[config.mk]
export PLATFORM = sky130hd
export DESIGN_NAME = clock_source_mode_config
export DESIGN_NICKNAME = d
export VERILOG_FILES = /design/src/shared/clk_cfg_pkg.sv /design/src/hdl/clock_source_mode_config.sv
export SDC_FILE = /design/constraint.sdc
export NUM_CORES = 1
export LEC_CHECK = 0
export ABC_AREA = 1
export BUFFER_PORTS_ARGS = -buffer_cell sky130_fd_sc_hd__buf_2
export CORE_UTILIZATION = 30
export CTS_CLUSTER_SIZE = 14
export DETAILED_ROUTE_END_ITERATION = 10
export SKIP_LAST_GASP = 1
export SLEW_MARGIN = 20
export SYNTH_ARGS = -nofsm -noshare
export SYNTH_HDL_FRONTEND = slang
export SYNTH_SLANG_ARGS = --single-unit
[constraint.sdc]
create_clock -name mclk -period 3.7 [get_ports mclk]
set_input_delay 0.925 -clock mclk [delete_from_list [all_inputs] [get_ports mclk]]
set_output_delay 0.925 -clock mclk [all_outputs]
set_load 0.01 [all_outputs]
[src/shared/clk_cfg_pkg.sv]
// Register map, field positions, reset values and codes for the clock source configuration block
package clk_cfg_pkg;

  // ----------------------------------------------------------------
  // Register byte addresses
  // ----------------------------------------------------------------
  localparam logic [9:0] pll_control_addr             = 10'h010;
  localparam logic [9:0] vco_calibration_control_addr = 10'h018;
  localparam logic [9:0] reference_input_select_addr  = 10'h01C;
  localparam logic [9:0] vco_divider_setting_addr     = 10'h1E0;
  localparam logic [9:0] input_routing_addr           = 10'h1E1;
  localparam logic [9:0] register_update_strobe_addr  = 10'h232;
  localparam logic [9:0] nvm_control_addr             = 10'h234;

  // ----------------------------------------------------------------
  // Field positions
  // ----------------------------------------------------------------
  localparam int pll_power_lsb    = 0;
  localparam int polarity_bit     = 7;
  localparam int calibrate_bit    = 0;
  localparam int bypass_bit       = 0;
  localparam int source_bit       = 1;
  localparam int update_bit       = 0;
  localparam int nvm_store_bit    = 0;
  localparam int nvm_restore_bit  = 1;

  // ----------------------------------------------------------------
  // Codes and reset values
  // ----------------------------------------------------------------
  localparam logic [1:0] pll_power_normal = 2'h0;
  localparam logic [1:0] pll_power_down   = 2'h1;
  localparam logic [7:0] pll_control_rst  = 8'h01;
  localparam logic [7:0] zero_rst         = 8'h00;
  localparam logic [2:0] vco_div_code_max = 3'h4;

  typedef enum logic [1:0] {
    nvm_idle    = 2'b00,
    nvm_store   = 2'b01,
    nvm_restore = 2'b10
  } nvm_state_t;

endpackage

[src/hdl/clock_source_mode_config.sv]
// Staged control registers and derived clock routing controls for the clock source
module clock_source_mode_config #(
  parameter int nvm_words = 5
) (
  input  wire logic       mclk,
  input  wire logic       rst,
  input  wire logic [9:0] addr,
  input  wire logic [7:0] wdata,
  input  wire logic       wr,
  input  wire logic       rd,
  output logic      [7:0] rdata,
  output logic            pll_on,
  output logic            pll_async_down,
  output logic            vco_power,
  output logic            source_vco,
  output logic            divider_bypass,
  output logic      [2:0] vco_div_ratio,
  output logic            polarity_negative,
  output logic      [2:0] ref_enable,
  output logic            cal_start,
  output logic            nvm_busy
);

  // Word indices and the NVM walk are sized for exactly five stored registers
  if (nvm_words != 5) begin : g_words_check
    $error("nvm_words must be 5");
  end

  // ----------------------------------------------------------------
  // Staged and active register sets
  // ----------------------------------------------------------------
  logic [7:0] stage_q [nvm_words];
  logic [7:0] stage_d [nvm_words];
  logic [7:0] act_q   [nvm_words];
  logic [7:0] act_d   [nvm_words];
  logic [7:0] nvm_q   [nvm_words];
  logic [7:0] nvm_d   [nvm_words];
  logic [7:0] rdata_q, rdata_d;
  logic       cal_prev_q, cal_prev_d;
  logic       cal_start_q, cal_start_d;
  logic [2:0] nvm_idx_q, nvm_idx_d;
  clk_cfg_pkg::nvm_state_t nvm_st_q, nvm_st_d;
  logic       update;
  logic [2:0] widx;
  logic       whit;

  // Map an address onto a stored word index; update strobe is not stored
  always_comb begin
    whit = 1'b1;
    widx = 3'h0;
    case (addr)
      clk_cfg_pkg::pll_control_addr:             widx = 3'h0;
      clk_cfg_pkg::vco_calibration_control_addr: widx = 3'h1;
      clk_cfg_pkg::reference_input_select_addr:  widx = 3'h2;
      clk_cfg_pkg::vco_divider_setting_addr:     widx = 3'h3;
      clk_cfg_pkg::input_routing_addr:           widx = 3'h4;
      default:                                   whit = 1'b0;
    endcase
  end

  assign update = wr && (addr == clk_cfg_pkg::register_update_strobe_addr) && wdata[clk_cfg_pkg::update_bit];

  // Staging, commit and NVM sequencing; the NVM walks one word per cycle
  always_comb begin
    for (int i = 0; i < nvm_words; i++) begin
      stage_d[i] = stage_q[i];
      act_d[i]   = act_q[i];
      nvm_d[i]   = nvm_q[i];
    end
    nvm_st_d  = nvm_st_q;
    nvm_idx_d = nvm_idx_q;
    if (wr && whit && nvm_st_q == clk_cfg_pkg::nvm_idle) begin
      stage_d[widx] = wdata;
    end
    if (update && nvm_st_q == clk_cfg_pkg::nvm_idle) begin
      for (int i = 0; i < nvm_words; i++) begin
        act_d[i] = stage_q[i];
      end
      if (whit) act_d[widx] = wdata;
    end
    case (nvm_st_q)
      clk_cfg_pkg::nvm_idle: begin
        if (wr && addr == clk_cfg_pkg::nvm_control_addr) begin
          nvm_idx_d = 3'h0;
          if (wdata[clk_cfg_pkg::nvm_store_bit]) nvm_st_d = clk_cfg_pkg::nvm_store;
          else if (wdata[clk_cfg_pkg::nvm_restore_bit]) nvm_st_d = clk_cfg_pkg::nvm_restore;
        end
      end
      clk_cfg_pkg::nvm_store: begin
        nvm_d[nvm_idx_q] = act_q[nvm_idx_q];
        nvm_idx_d = nvm_idx_q + 3'h1;
        if (nvm_idx_q == 3'(nvm_words - 1)) nvm_st_d = clk_cfg_pkg::nvm_idle;
      end
      clk_cfg_pkg::nvm_restore: begin
        stage_d[nvm_idx_q] = nvm_q[nvm_idx_q];
        act_d[nvm_idx_q]   = nvm_q[nvm_idx_q];
        nvm_idx_d = nvm_idx_q + 3'h1;
        if (nvm_idx_q == 3'(nvm_words - 1)) nvm_st_d = clk_cfg_pkg::nvm_idle;
      end
      default: nvm_st_d = clk_cfg_pkg::nvm_idle;
    endcase
  end

  // Reset loads the distribution-only defaults; NVM contents survive reset
  always_ff @(posedge mclk) begin
    if (rst) begin
      for (int i = 0; i < nvm_words; i++) begin
        stage_q[i] <= (i == 0) ? clk_cfg_pkg::pll_control_rst : clk_cfg_pkg::zero_rst;
        act_q[i]   <= (i == 0) ? clk_cfg_pkg::pll_control_rst : clk_cfg_pkg::zero_rst;
      end
      nvm_st_q  <= clk_cfg_pkg::nvm_restore;
      nvm_idx_q <= 3'h0;
    end else begin
      for (int i = 0; i < nvm_words; i++) begin
        stage_q[i] <= stage_d[i];
        act_q[i]   <= act_d[i];
      end
      nvm_st_q  <= nvm_st_d;
      nvm_idx_q <= nvm_idx_d;
    end
    for (int i = 0; i < nvm_words; i++) begin
      nvm_q[i] <= nvm_d[i];
    end
  end

  // ----------------------------------------------------------------
  // Calibration edge and read path
  // ----------------------------------------------------------------
  // Calibration fires only on a committed 0 to 1 edge, so the host must clear first
  always_comb begin
    cal_prev_d  = act_q[1][clk_cfg_pkg::calibrate_bit];
    cal_start_d = act_q[1][clk_cfg_pkg::calibrate_bit] && !cal_prev_q;
    rdata_d = 8'h00;
    if (rd) begin
      if (whit) rdata_d = stage_q[widx];
      else if (addr == clk_cfg_pkg::nvm_control_addr) rdata_d = {7'h00, nvm_st_q != clk_cfg_pkg::nvm_idle};
    end
  end

  always_ff @(posedge mclk) begin
    if (rst) begin
      cal_prev_q  <= 1'b0;
      cal_start_q <= 1'b0;
      rdata_q     <= 8'h00;
    end else begin
      cal_prev_q  <= cal_prev_d;
      cal_start_q <= cal_start_d;
      rdata_q     <= rdata_d;
    end
  end

  // ----------------------------------------------------------------
  // Derived controls from the active set
  // ----------------------------------------------------------------
  // Codes 10 and 11 assert neither pll_on nor pll_async_down; only 00 runs the loop and only 01 powers down
  assign pll_on         = act_q[0][1:0] == clk_cfg_pkg::pll_power_normal;
  assign pll_async_down = act_q[0][1:0] == clk_cfg_pkg::pll_power_down;
  assign source_vco     = act_q[4][clk_cfg_pkg::source_bit];
  assign divider_bypass = act_q[4][clk_cfg_pkg::bypass_bit];
  // Codes above the fifth step clamp to divide-by-six
  assign vco_div_ratio  = (act_q[3][2:0] > clk_cfg_pkg::vco_div_code_max) ? 3'h6 : 3'(act_q[3][2:0] + 3'h2);
  assign polarity_negative = act_q[0][clk_cfg_pkg::polarity_bit];
  assign ref_enable     = act_q[2][2:0];
  // External source with PLL on: VCO off, external oscillator to prescaler
  assign vco_power      = pll_on && source_vco;
  assign cal_start      = cal_start_q;
  assign nvm_busy       = nvm_st_q != clk_cfg_pkg::nvm_idle;
  assign rdata          = rdata_q;

  // ----------------------------------------------------------------
  // Assertions
  // ----------------------------------------------------------------
  property p_pll_on;
    @(posedge mclk) disable iff (rst) pll_on |-> (act_q[0][1:0] == 2'h0) && !pll_async_down;
  endproperty
  a_pll_on: assert property (p_pll_on) else $error("pll on with wrong code");

  property p_pll_down;
    @(posedge mclk) disable iff (rst) (act_q[0][1:0] == 2'h1) |-> !pll_on && pll_async_down && !vco_power;
  endproperty
  a_pll_down: assert property (p_pll_down) else $error("pll down not honoured");

  property p_source;
    @(posedge mclk) disable iff (rst) update && !nvm_busy && !whit |=> source_vco == $past(stage_q[4][1]);
  endproperty
  a_source: assert property (p_source) else $error("source not committed");

  property p_bypass;
    @(posedge mclk) disable iff (rst) update && !nvm_busy && !whit |=> divider_bypass == $past(stage_q[4][0]);
  endproperty
  a_bypass: assert property (p_bypass) else $error("bypass not committed");

  property p_ratio;
    @(posedge mclk) disable iff (rst) (act_q[3][2:0] == 3'h0) |-> vco_div_ratio == 3'h2;
  endproperty
  a_ratio: assert property (p_ratio) else $error("code 0 not divide by two");

  property p_polarity;
    @(posedge mclk) disable iff (rst) $changed(polarity_negative) |-> $past(update) || $past(nvm_busy);
  endproperty
  a_polarity: assert property (p_polarity) else $error("polarity changed without update");

  property p_reset;
    @(posedge mclk) $fell(rst) |-> pll_async_down && !source_vco && !divider_bypass && vco_div_ratio == 3'h2;
  endproperty
  a_reset: assert property (p_reset) else $error("reset defaults wrong");

  property p_ext_vco_off;
    @(posedge mclk) disable iff (rst) pll_on && !source_vco |-> !vco_power;
  endproperty
  a_ext_vco_off: assert property (p_ext_vco_off) else $error("vco powered with external source");

  property p_cal;
    @(posedge mclk) disable iff (rst) cal_start |-> $past(act_q[1][0]) && !$past(cal_prev_q) ##1 !cal_start;
  endproperty
  a_cal: assert property (p_cal) else $error("calibration start wrong");

  property p_stage;
    @(posedge mclk) disable iff (rst) wr && whit && !update && !nvm_busy |=> $stable(act_q[0]) && $stable(act_q[1])
      && $stable(act_q[2]) && $stable(act_q[3]) && $stable(act_q[4]);
  endproperty
  a_stage: assert property (p_stage) else $error("write leaked to active set");

  property p_nvm;
    @(posedge mclk) disable iff (rst) $rose(nvm_busy) |-> ##[1:6] !nvm_busy;
  endproperty
  a_nvm: assert property (p_nvm) else $error("nvm sequence too long");

  // Power codes are exclusive, whatever the unused codes do
  property p_power_excl;
    @(posedge mclk) disable iff (rst) pll_async_down |-> !pll_on;
  endproperty
  a_power_excl: assert property (p_power_excl) else $error("pll on while powered down");

  property p_vco_int;
    @(posedge mclk) disable iff (rst) pll_on && source_vco |-> vco_power;
  endproperty
  a_vco_int: assert property (p_vco_int) else $error("internal vco not powered");

  property p_vco_off_down;
    @(posedge mclk) disable iff (rst) !pll_on |-> !vco_power;
  endproperty
  a_vco_off_down: assert property (p_vco_off_down) else $error("vco powered with loop off");

  property p_ratio_top;
    @(posedge mclk) disable iff (rst) (act_q[3][2:0] == 3'h4) |-> vco_div_ratio == 3'h6;
  endproperty
  a_ratio_top: assert property (p_ratio_top) else $error("top divider code wrong");

  // Out-of-range codes must not wrap to a fast ratio
  property p_ratio_clamp;
    @(posedge mclk) disable iff (rst) (act_q[3][2:0] > clk_cfg_pkg::vco_div_code_max) |-> vco_div_ratio == 3'h6;
  endproperty
  a_ratio_clamp: assert property (p_ratio_clamp) else $error("divider code not clamped");

  property p_power_commit;
    @(posedge mclk) disable iff (rst) update && !nvm_busy |=> act_q[0] == $past(stage_q[0]);
  endproperty
  a_power_commit: assert property (p_power_commit) else $error("pll control not committed");

  property p_ref_commit;
    @(posedge mclk) disable iff (rst) update && !nvm_busy |=> ref_enable == $past(stage_q[2][2:0]);
  endproperty
  a_ref_commit: assert property (p_ref_commit) else $error("reference enables not committed");

  property p_div_commit;
    @(posedge mclk) disable iff (rst) update && !nvm_busy |=> act_q[3] == $past(stage_q[3]);
  endproperty
  a_div_commit: assert property (p_div_commit) else $error("divider not committed");

  property p_read_stage;
    @(posedge mclk) disable iff (rst) rd && whit |=> rdata == $past(stage_q[widx]);
  endproperty
  a_read_stage: assert property (p_read_stage) else $error("read did not return staged value");

  property p_read_idle;
    @(posedge mclk) disable iff (rst) !rd |=> rdata == 8'h00;
  endproperty
  a_read_idle: assert property (p_read_idle) else $error("read data held too long");

  property p_cal_hold;
    @(posedge mclk) disable iff (rst) cal_prev_q |=> !cal_start;
  endproperty
  a_cal_hold: assert property (p_cal_hold) else $error("calibration without prior clear");

  property p_store_copy;
    @(posedge mclk) disable iff (rst) nvm_st_q == clk_cfg_pkg::nvm_store |=> nvm_q[$past(nvm_idx_q)] == $past(act_q[nvm_idx_q]);
  endproperty
  a_store_copy: assert property (p_store_copy) else $error("nvm store copied wrong word");

endmodule

==> results of run 1 <==
sequential cells by signal (all words and copies together), names as in the netlist, named ones only:
register    flops
act_q          40
cal_prev_q      1
cal_start       1
nvm_idx_q       3
nvm_q          40
nvm_st_q        2
rdata           8
stage_q        40
power groups by stage:
stage	clock network [mW]	registers, mW	logic [mW]
6_report	1.63	2.27	2.08
3_5_place_dp	0	2.30	2.07
3_3_place_gp	0	2.29	2.04
2_1_floorplan	0	2.18	1.52
4_1_cts	1.64	2.26	2.07
5_1_grt	1.71	2.30	2.38
synth_stat cells (all sizes together):
| library cell | n | share of area, % |
|---|---|---|
| clkbuf | 22 | 1.1 |
| a22oi | 5 | 0.52 |
| nor2 | 120 | 6.7 |
| nand3 | 80 | 6.1 |
| a21boi | 2 | 0.21 |
| nor3b | 1 | 0.10 |
| nor4 | 1 | 0.086 |
| edfxtp | 40 | 17 |
| o211ai | 10 | 1.0 |
| o21ai | 149 | 10 |
| buf | 32 | 2.6 |
| o21a | 2 | 0.21 |
| o22ai | 8 | 0.69 |
| dfxtp | 98 | 27 |
| a21oi | 96 | 6.6 |
| nor3 | 10 | 0.69 |
| nand2 | 187 | 9.7 |
| ha | 5 | 0.86 |
| nand3b | 1 | 0.10 |
| nand4 | 5 | 0.43 |
| inv | 137 | 7.1 |
| clkinv | 1 | 0.052 |
| a31oi | 15 | 1.3 |
final timing paths:
check | start | endpoint | slack (ns) | cells past startpoint
worst max-delay path | nvm_st_q[0] | stage_q[2][7] | 1.13 | 9
worst min-delay path | cal_prev_q | cal_start | 0.39 | 1
worst max register to register | nvm_st_q[0] | stage_q[2][7] | 1.13 | 9
worst min register to register | cal_prev_q | cal_start | 0.39 | 1
area by class of cell:
cell class,count,area [um2]
sequential,138,3160
tap,319,399
inverter,138,518
clock buffer,23,503
multi-input combinational,697,3330
timing repair buffer,55,305
clock inverter,9,63.8
fill,2519,15300
through the flow:
stage,power [mW],utilization (%),instances,hold WS [ns]
floorplan,3.70,-,1027,0.376
global placement,4.34,32.7,1347,0.383
detailed placement,4.36,32.7,1347,0.386
CTS,5.98,35.1,1379,0.394
global route,6.40,35.1,1379,0.417
finish,5.98,35.1,1379,0.394
logic make-up after synthesis:
| logic type | count (synthesis) |
|---|---|
| AOI/OAI and AO/OA | 287 |
| adders and majority gates | 5 |
| buffers and inverters | 192 |
| DFF | 138 |
| and+or+nand+nor | 405 |
metal layers:
layer	vias to the layer above	GRT usage (%)	wire (um)
met5	-	0	0
met4	0	7.07	440
met3	31	3.83	1620
met2	274	27.6	9620
met1	3059	25.3	10200
li1	3437	-	-
==> metrics, run 1 <==
syn avg cell area=7.09 um2; dpl ws=0.794 ns; # port buffers=43; crit-path cells=inv_1 -> ha_1 -> clkinv_1 -> nor2_2 -> inv_1 -> o21ai_0 -> inv_1 -> nand2_1 -> inv_1; Post-DP Area=7710 um2; Final period util=69.4%; final setup violation count=0; setup TNS=0 ns; clock sinks=138; # nets final=1074; maximum resistive drop on vdd=0.375 mV; pin count of the biggest net entering global routing=39; GRT Util Overall=18.3%; Clk Latency, worst-skew pair=0.43 ns; I/O pins=44; post-synthesis compound-gate area fraction=20.8%; post-route design area=8280 um2; internal power=3.62 mW; WL final=21.9 mm; residual DRC count=0; fmax=390 MHz; TritonRoute pass-1 iters=6; Clock Skews=0.00758 ns; hold_buf cts=0; mapped cell area=7280 um2; grt ovf=0; hpwl dp=15.6 mm; register bit count reported by yosys=138; Die Wd=158 um; Starting Density=30.8%; endpoints failing hold=0; Reg clk slew, reported paths=0.06 ns; gpl congestion=0.939; core area=23600 um2; simple-gate share of the synthesized area=24.0%; Die Area=24900 um2; vias=6801; fin worst setup slack=1.13 ns; CP max stage delay=0.62 ns; Psw=2.37 mW; Critical Path End Type=flip-flop; type of origin of the critical path=flip-flop; maximum root-to-sink buffer count=2; slew of the pin with the lowest slew margin=0.931 ns; DRT antenna net count=0; initial antenna violation count=1; Syn. warnings=0; RSZ-0062 raised after global routing=no; PostCTS Resize Cnt=0; WS Path Type=flip-flop to flip-flop; Pwr Density=723 nW/um2; Synth cell types=33; commonest non-fill, non-tap cells in the layout=nand2_1, o21ai_0, inv_1; Rows=56; post-CTS setup buffers=0; max-cap viol count=0; slowest CP cell=o21ai_0; Area Growth Syn to Fin=13.8%; Switching Share=39.6%; CP arrival=2.90 ns; Bufs and invs on worst path=5; status=complete, no violations; commonest non-fill, non-tap cell in the layout=nand2_1; mux share of post-synthesis cell area=0%; Post-Synth XOR/XNOR Area=0%; first-pass GRT wire length=34.4 mm; Hold Crit Class=flip-flop to flip-flop; register area share after synthesis=43.5%; Most common cell on crit path=inv_1; Net Count, Synth=1054; share of cells above drive strength 1=11.3%; vias in the first global route=6124; largest family of logic cells by synthesized area=simple AND/OR/NAND/NOR gates; antenna fix cells=0; chip height=158 um; combinational fraction of design power=34.8%; Worst slew margin=37.9%; CP Max Fanout=16; WL/cell=15.9 um; CTS Root Buffer Type=clkbuf_16; CTS tree=built; delay-heaviest family, CP=buffers and inverters; critical path data required time=4.03 ns; max-slew violations=0; CTS HTree Levels=4; starting DRC count in detailed routing=713; clock network fraction of design power=27.2%; leakage power total=3.71 nW; Via-to-Cell Ratio=4.93; post-layout min period=2.57 ns; post-synthesis adder-cell area fraction=0.859%; cts bufs inserted=17; sequential power share=37.9%; Post-Syn Instances=1027
No activity file was read; power rests on OpenSTA's default activity.
==> run 2: changes to the inputs <==
--- a/config.mk
+++ b/config.mk
@@ -5,7 +5,7 @@
 export SDC_FILE = /design/constraint.sdc
 export NUM_CORES = 1
 export LEC_CHECK = 0
-export ABC_AREA = 1
+export ABC_AREA = 0
 export BUFFER_PORTS_ARGS = -buffer_cell sky130_fd_sc_hd__buf_2
 export CORE_UTILIZATION = 30
 export CTS_CLUSTER_SIZE = 14
==> constraint.sdc (replaced) <==
create_clock -name mclk -period 2.42 [get_ports mclk]
set_input_delay 0.605 -clock mclk [delete_from_list [all_inputs] [get_ports mclk]]
set_output_delay 0.605 -clock mclk [all_outputs]
set_load 0.01 [all_outputs]
==> metrics, run 2 <==
critical path data required time=2.75 ns (-1.28 ns); pin count of the biggest net entering global routing=77 (+97%); M1 GR Usage=18.5% (-6.8 points); grt met3 use=4.34% (+0.51 points); mapped cell area=6470 um2 (-11%); Hold WS=0.390 ns (-0.00384 ns); Clk Latency, worst-skew pair=0.42 ns (about the same); Die Wd=149 um (-5.7%); fmax=458 MHz (+17%); delay-heaviest family, CP=simple AND/OR/NAND/NOR gates; chip height=149 um (-5.7%); Reg clk slew, reported paths=0.06 ns (about the same); Critical Path End Type=flip-flop; leakage power total=2.86 nW (-23%); post-layout min period=2.18 ns (-0.382 ns); core area=21100 um2 (-11%); syn avg cell area=12.2 um2 (+72%); CTS tree=built; Most common cell on crit path=buf_4; starting DRC count in detailed routing=207 (-71%); type of origin of the critical path=flip-flop; PostCTS Resize Cnt=0 (unchanged); share of cells above drive strength 1=32.6% (+21 points); Final period util=90.3% (+21 points); GRT Util Overall=15.4% (-2.9 points); endpoints failing hold=0 (unchanged); WL final=16.1 mm (-26%); register bit count reported by yosys=138 (unchanged); CP max stage delay=0.34 ns (-0.28 ns); DRT antenna net count=0 (unchanged); prevailing post-synth register cell=dfxtp_1; gpl congestion=0.858 (-8.6%); Via-to-Cell Ratio=5.14 (+4.1%); CTS Root Buffer Type=clkbuf_16; Worst slew margin=59.1% (+21 points); ys async rst share=0% (unchanged); Rows=53 (-5.4%); vias in the first global route=4780 (-22%); max-slew violations=0 (unchanged); Area Growth Syn to Fin=21.6%; Clock Skews=0.00461 ns (-0.00297 ns); maximum root-to-sink buffer count=2 (unchanged); Pwr Density=1050 nW/um2 (+45%); post-route design area=7870 um2 (-5.0%); commonest non-fill, non-tap cells in the layout=dfxtp_1, mux2i_1, nor2_1, buf_2, edfxtp_1; CP arrival=2.51 ns (-0.39 ns); maximum resistive drop on vdd=0.375 mV (about the same); max-cap viol count=0 (unchanged); dpl ws=-0.134 ns (-0.928 ns); placed cell count=856 (-36%); hpwl dp=11.6 mm (-26%); slew of the pin with the lowest slew margin=0.613 ns (-0.317 ns); grt ovf=0 (unchanged); Hold Crit Class=flip-flop to flip-flop; TritonRoute pass-1 iters=4 (-2); CP Max Fanout=7 (-9); Post-synth EDFFs=40 (unchanged); clock sinks=138 (unchanged); fin worst setup slack=0.235 ns (-0.898 ns); # port buffers=43 (unchanged); residual DRC count=0 (unchanged); count leader, synth=dfxtp_1; Synth area leader=dfxtp_1; hold_buf cts=0 (unchanged); Die Area=22200 um2 (-11%); Tot Pwr=8.24 mW (+38%); Post-DP Area=7250 um2 (-6.1%); Bufs and invs on worst path=3 (-2); I/O pins=44 (unchanged); WL/cell=18.1 um (+14%); first-pass GRT wire length=25.6 mm (-26%); final setup violation count=0 (unchanged); cts bufs inserted=17 (unchanged); GR Util met2=26.0% (-1.6 points); vias=4561 (-33%); register area share after synthesis=48.9% (+5.4 points); crit-path cells=inv_1 -> ha_1 -> nand3b_1 -> buf_4 -> nor4_1 -> buf_4 -> nor2_1 -> nand4bb_1 -> a21oi_1; biggest regs=act_q: 40 flops, nvm_q: 40 flops, stage_q: 40 flops; Post-Layout Cell Count=888 (-36%); slowest CP cell=nor4_1; # nets final=627 (-42%); grt peak-use layer=met2; area used by multi-input combinational logic=3070 um2 (-7.7%); status=complete, no violations; post-CTS setup buffers=0 (unchanged); Post-Syn Instances=531 (-48%); Net Count, Synth=558 (-47%); Layout fillers=2068 (-18%); Synth cell types=56 (+70%); area share of the largest cell type after synthesis=30.3% (+3.4 points); initial antenna violation count=0 (-1); commonest non-fill, non-tap cell in the layout=dfxtp_1; Commonest cells post-synth=dfxtp_1, mux2i_1, nor2_1; register area=3160 um2 (unchanged); WS Path Type=flip-flop to flip-flop; CTS HTree Levels=4 (unchanged); RSZ-0062 raised after global routing=no; Syn. warnings=0 (unchanged); antenna fix cells=0 (unchanged); Starting Density=30.7% (-0.15 points); Area contributors post-synth=dfxtp_1, edfxtp_1, mux2i_1
## run 2: cell families (layout without fill, tap and decap cells)
| family | after synthesis | after routing | synth area share (%) |
|---|---|---|---|
| muxes | 121 | 121 | 22.2 |
| buffers and inverters | 45 | 127 | 3.62 |
| and+or+nand+nor | 113 | 113 | 9.65 |
| AOI/OAI and AO/OA | 109 | 109 | 14.7 |
| adders and majority gates | 5 | 5 | 0.967 |
| DFF | 138 | 138 | 48.9 |
## run 2: final timing paths
kind | cells past startpoint | startpoint | slack [ns] | endpoint
setup / recovery | 9 | nvm_st_q[0] | 0.24 | nvm_idx_q[2]
hold / removal | 1 | cal_prev_q | 0.39 | cal_start
setup reg to reg | 9 | nvm_st_q[0] | 0.24 | nvm_idx_q[2]
hold reg to reg | 1 | cal_prev_q | 0.39 | cal_start
## run 2: final cells by class
type,count,area share (%)
clock buffers,20,6.08
clock inverters,12,1.81
inverters,7,0.334
multi-input cells,348,39.1
flip-flops and latches,138,40.2
well taps,275,4.37
repair buffers,88,8.14
## run 2: routing by layer
layer | wire [um] | up-vias
met5 | 0 | -
met3 | 708 | 26
li1 | - | 2184
met4 | 346 | 0
met1 | 7030 | 2241
met2 | 8010 | 110
## run 2: report_power, final
part / internal, mW / switching [mW]
clock network: 1.73 / 0.991
registers: 2.99 / 0.392
logic: 0.962 / 1.18
## run 2: stage by stage
stage	utilization (%)	setup TNS, ns
2_1_floorplan	-	0
3_3_place_gp	34.4	-2.76
3_5_place_dp	34.4	-4.74
4_1_cts	37.3	0
5_1_grt	37.3	0
6_report	37.3	0
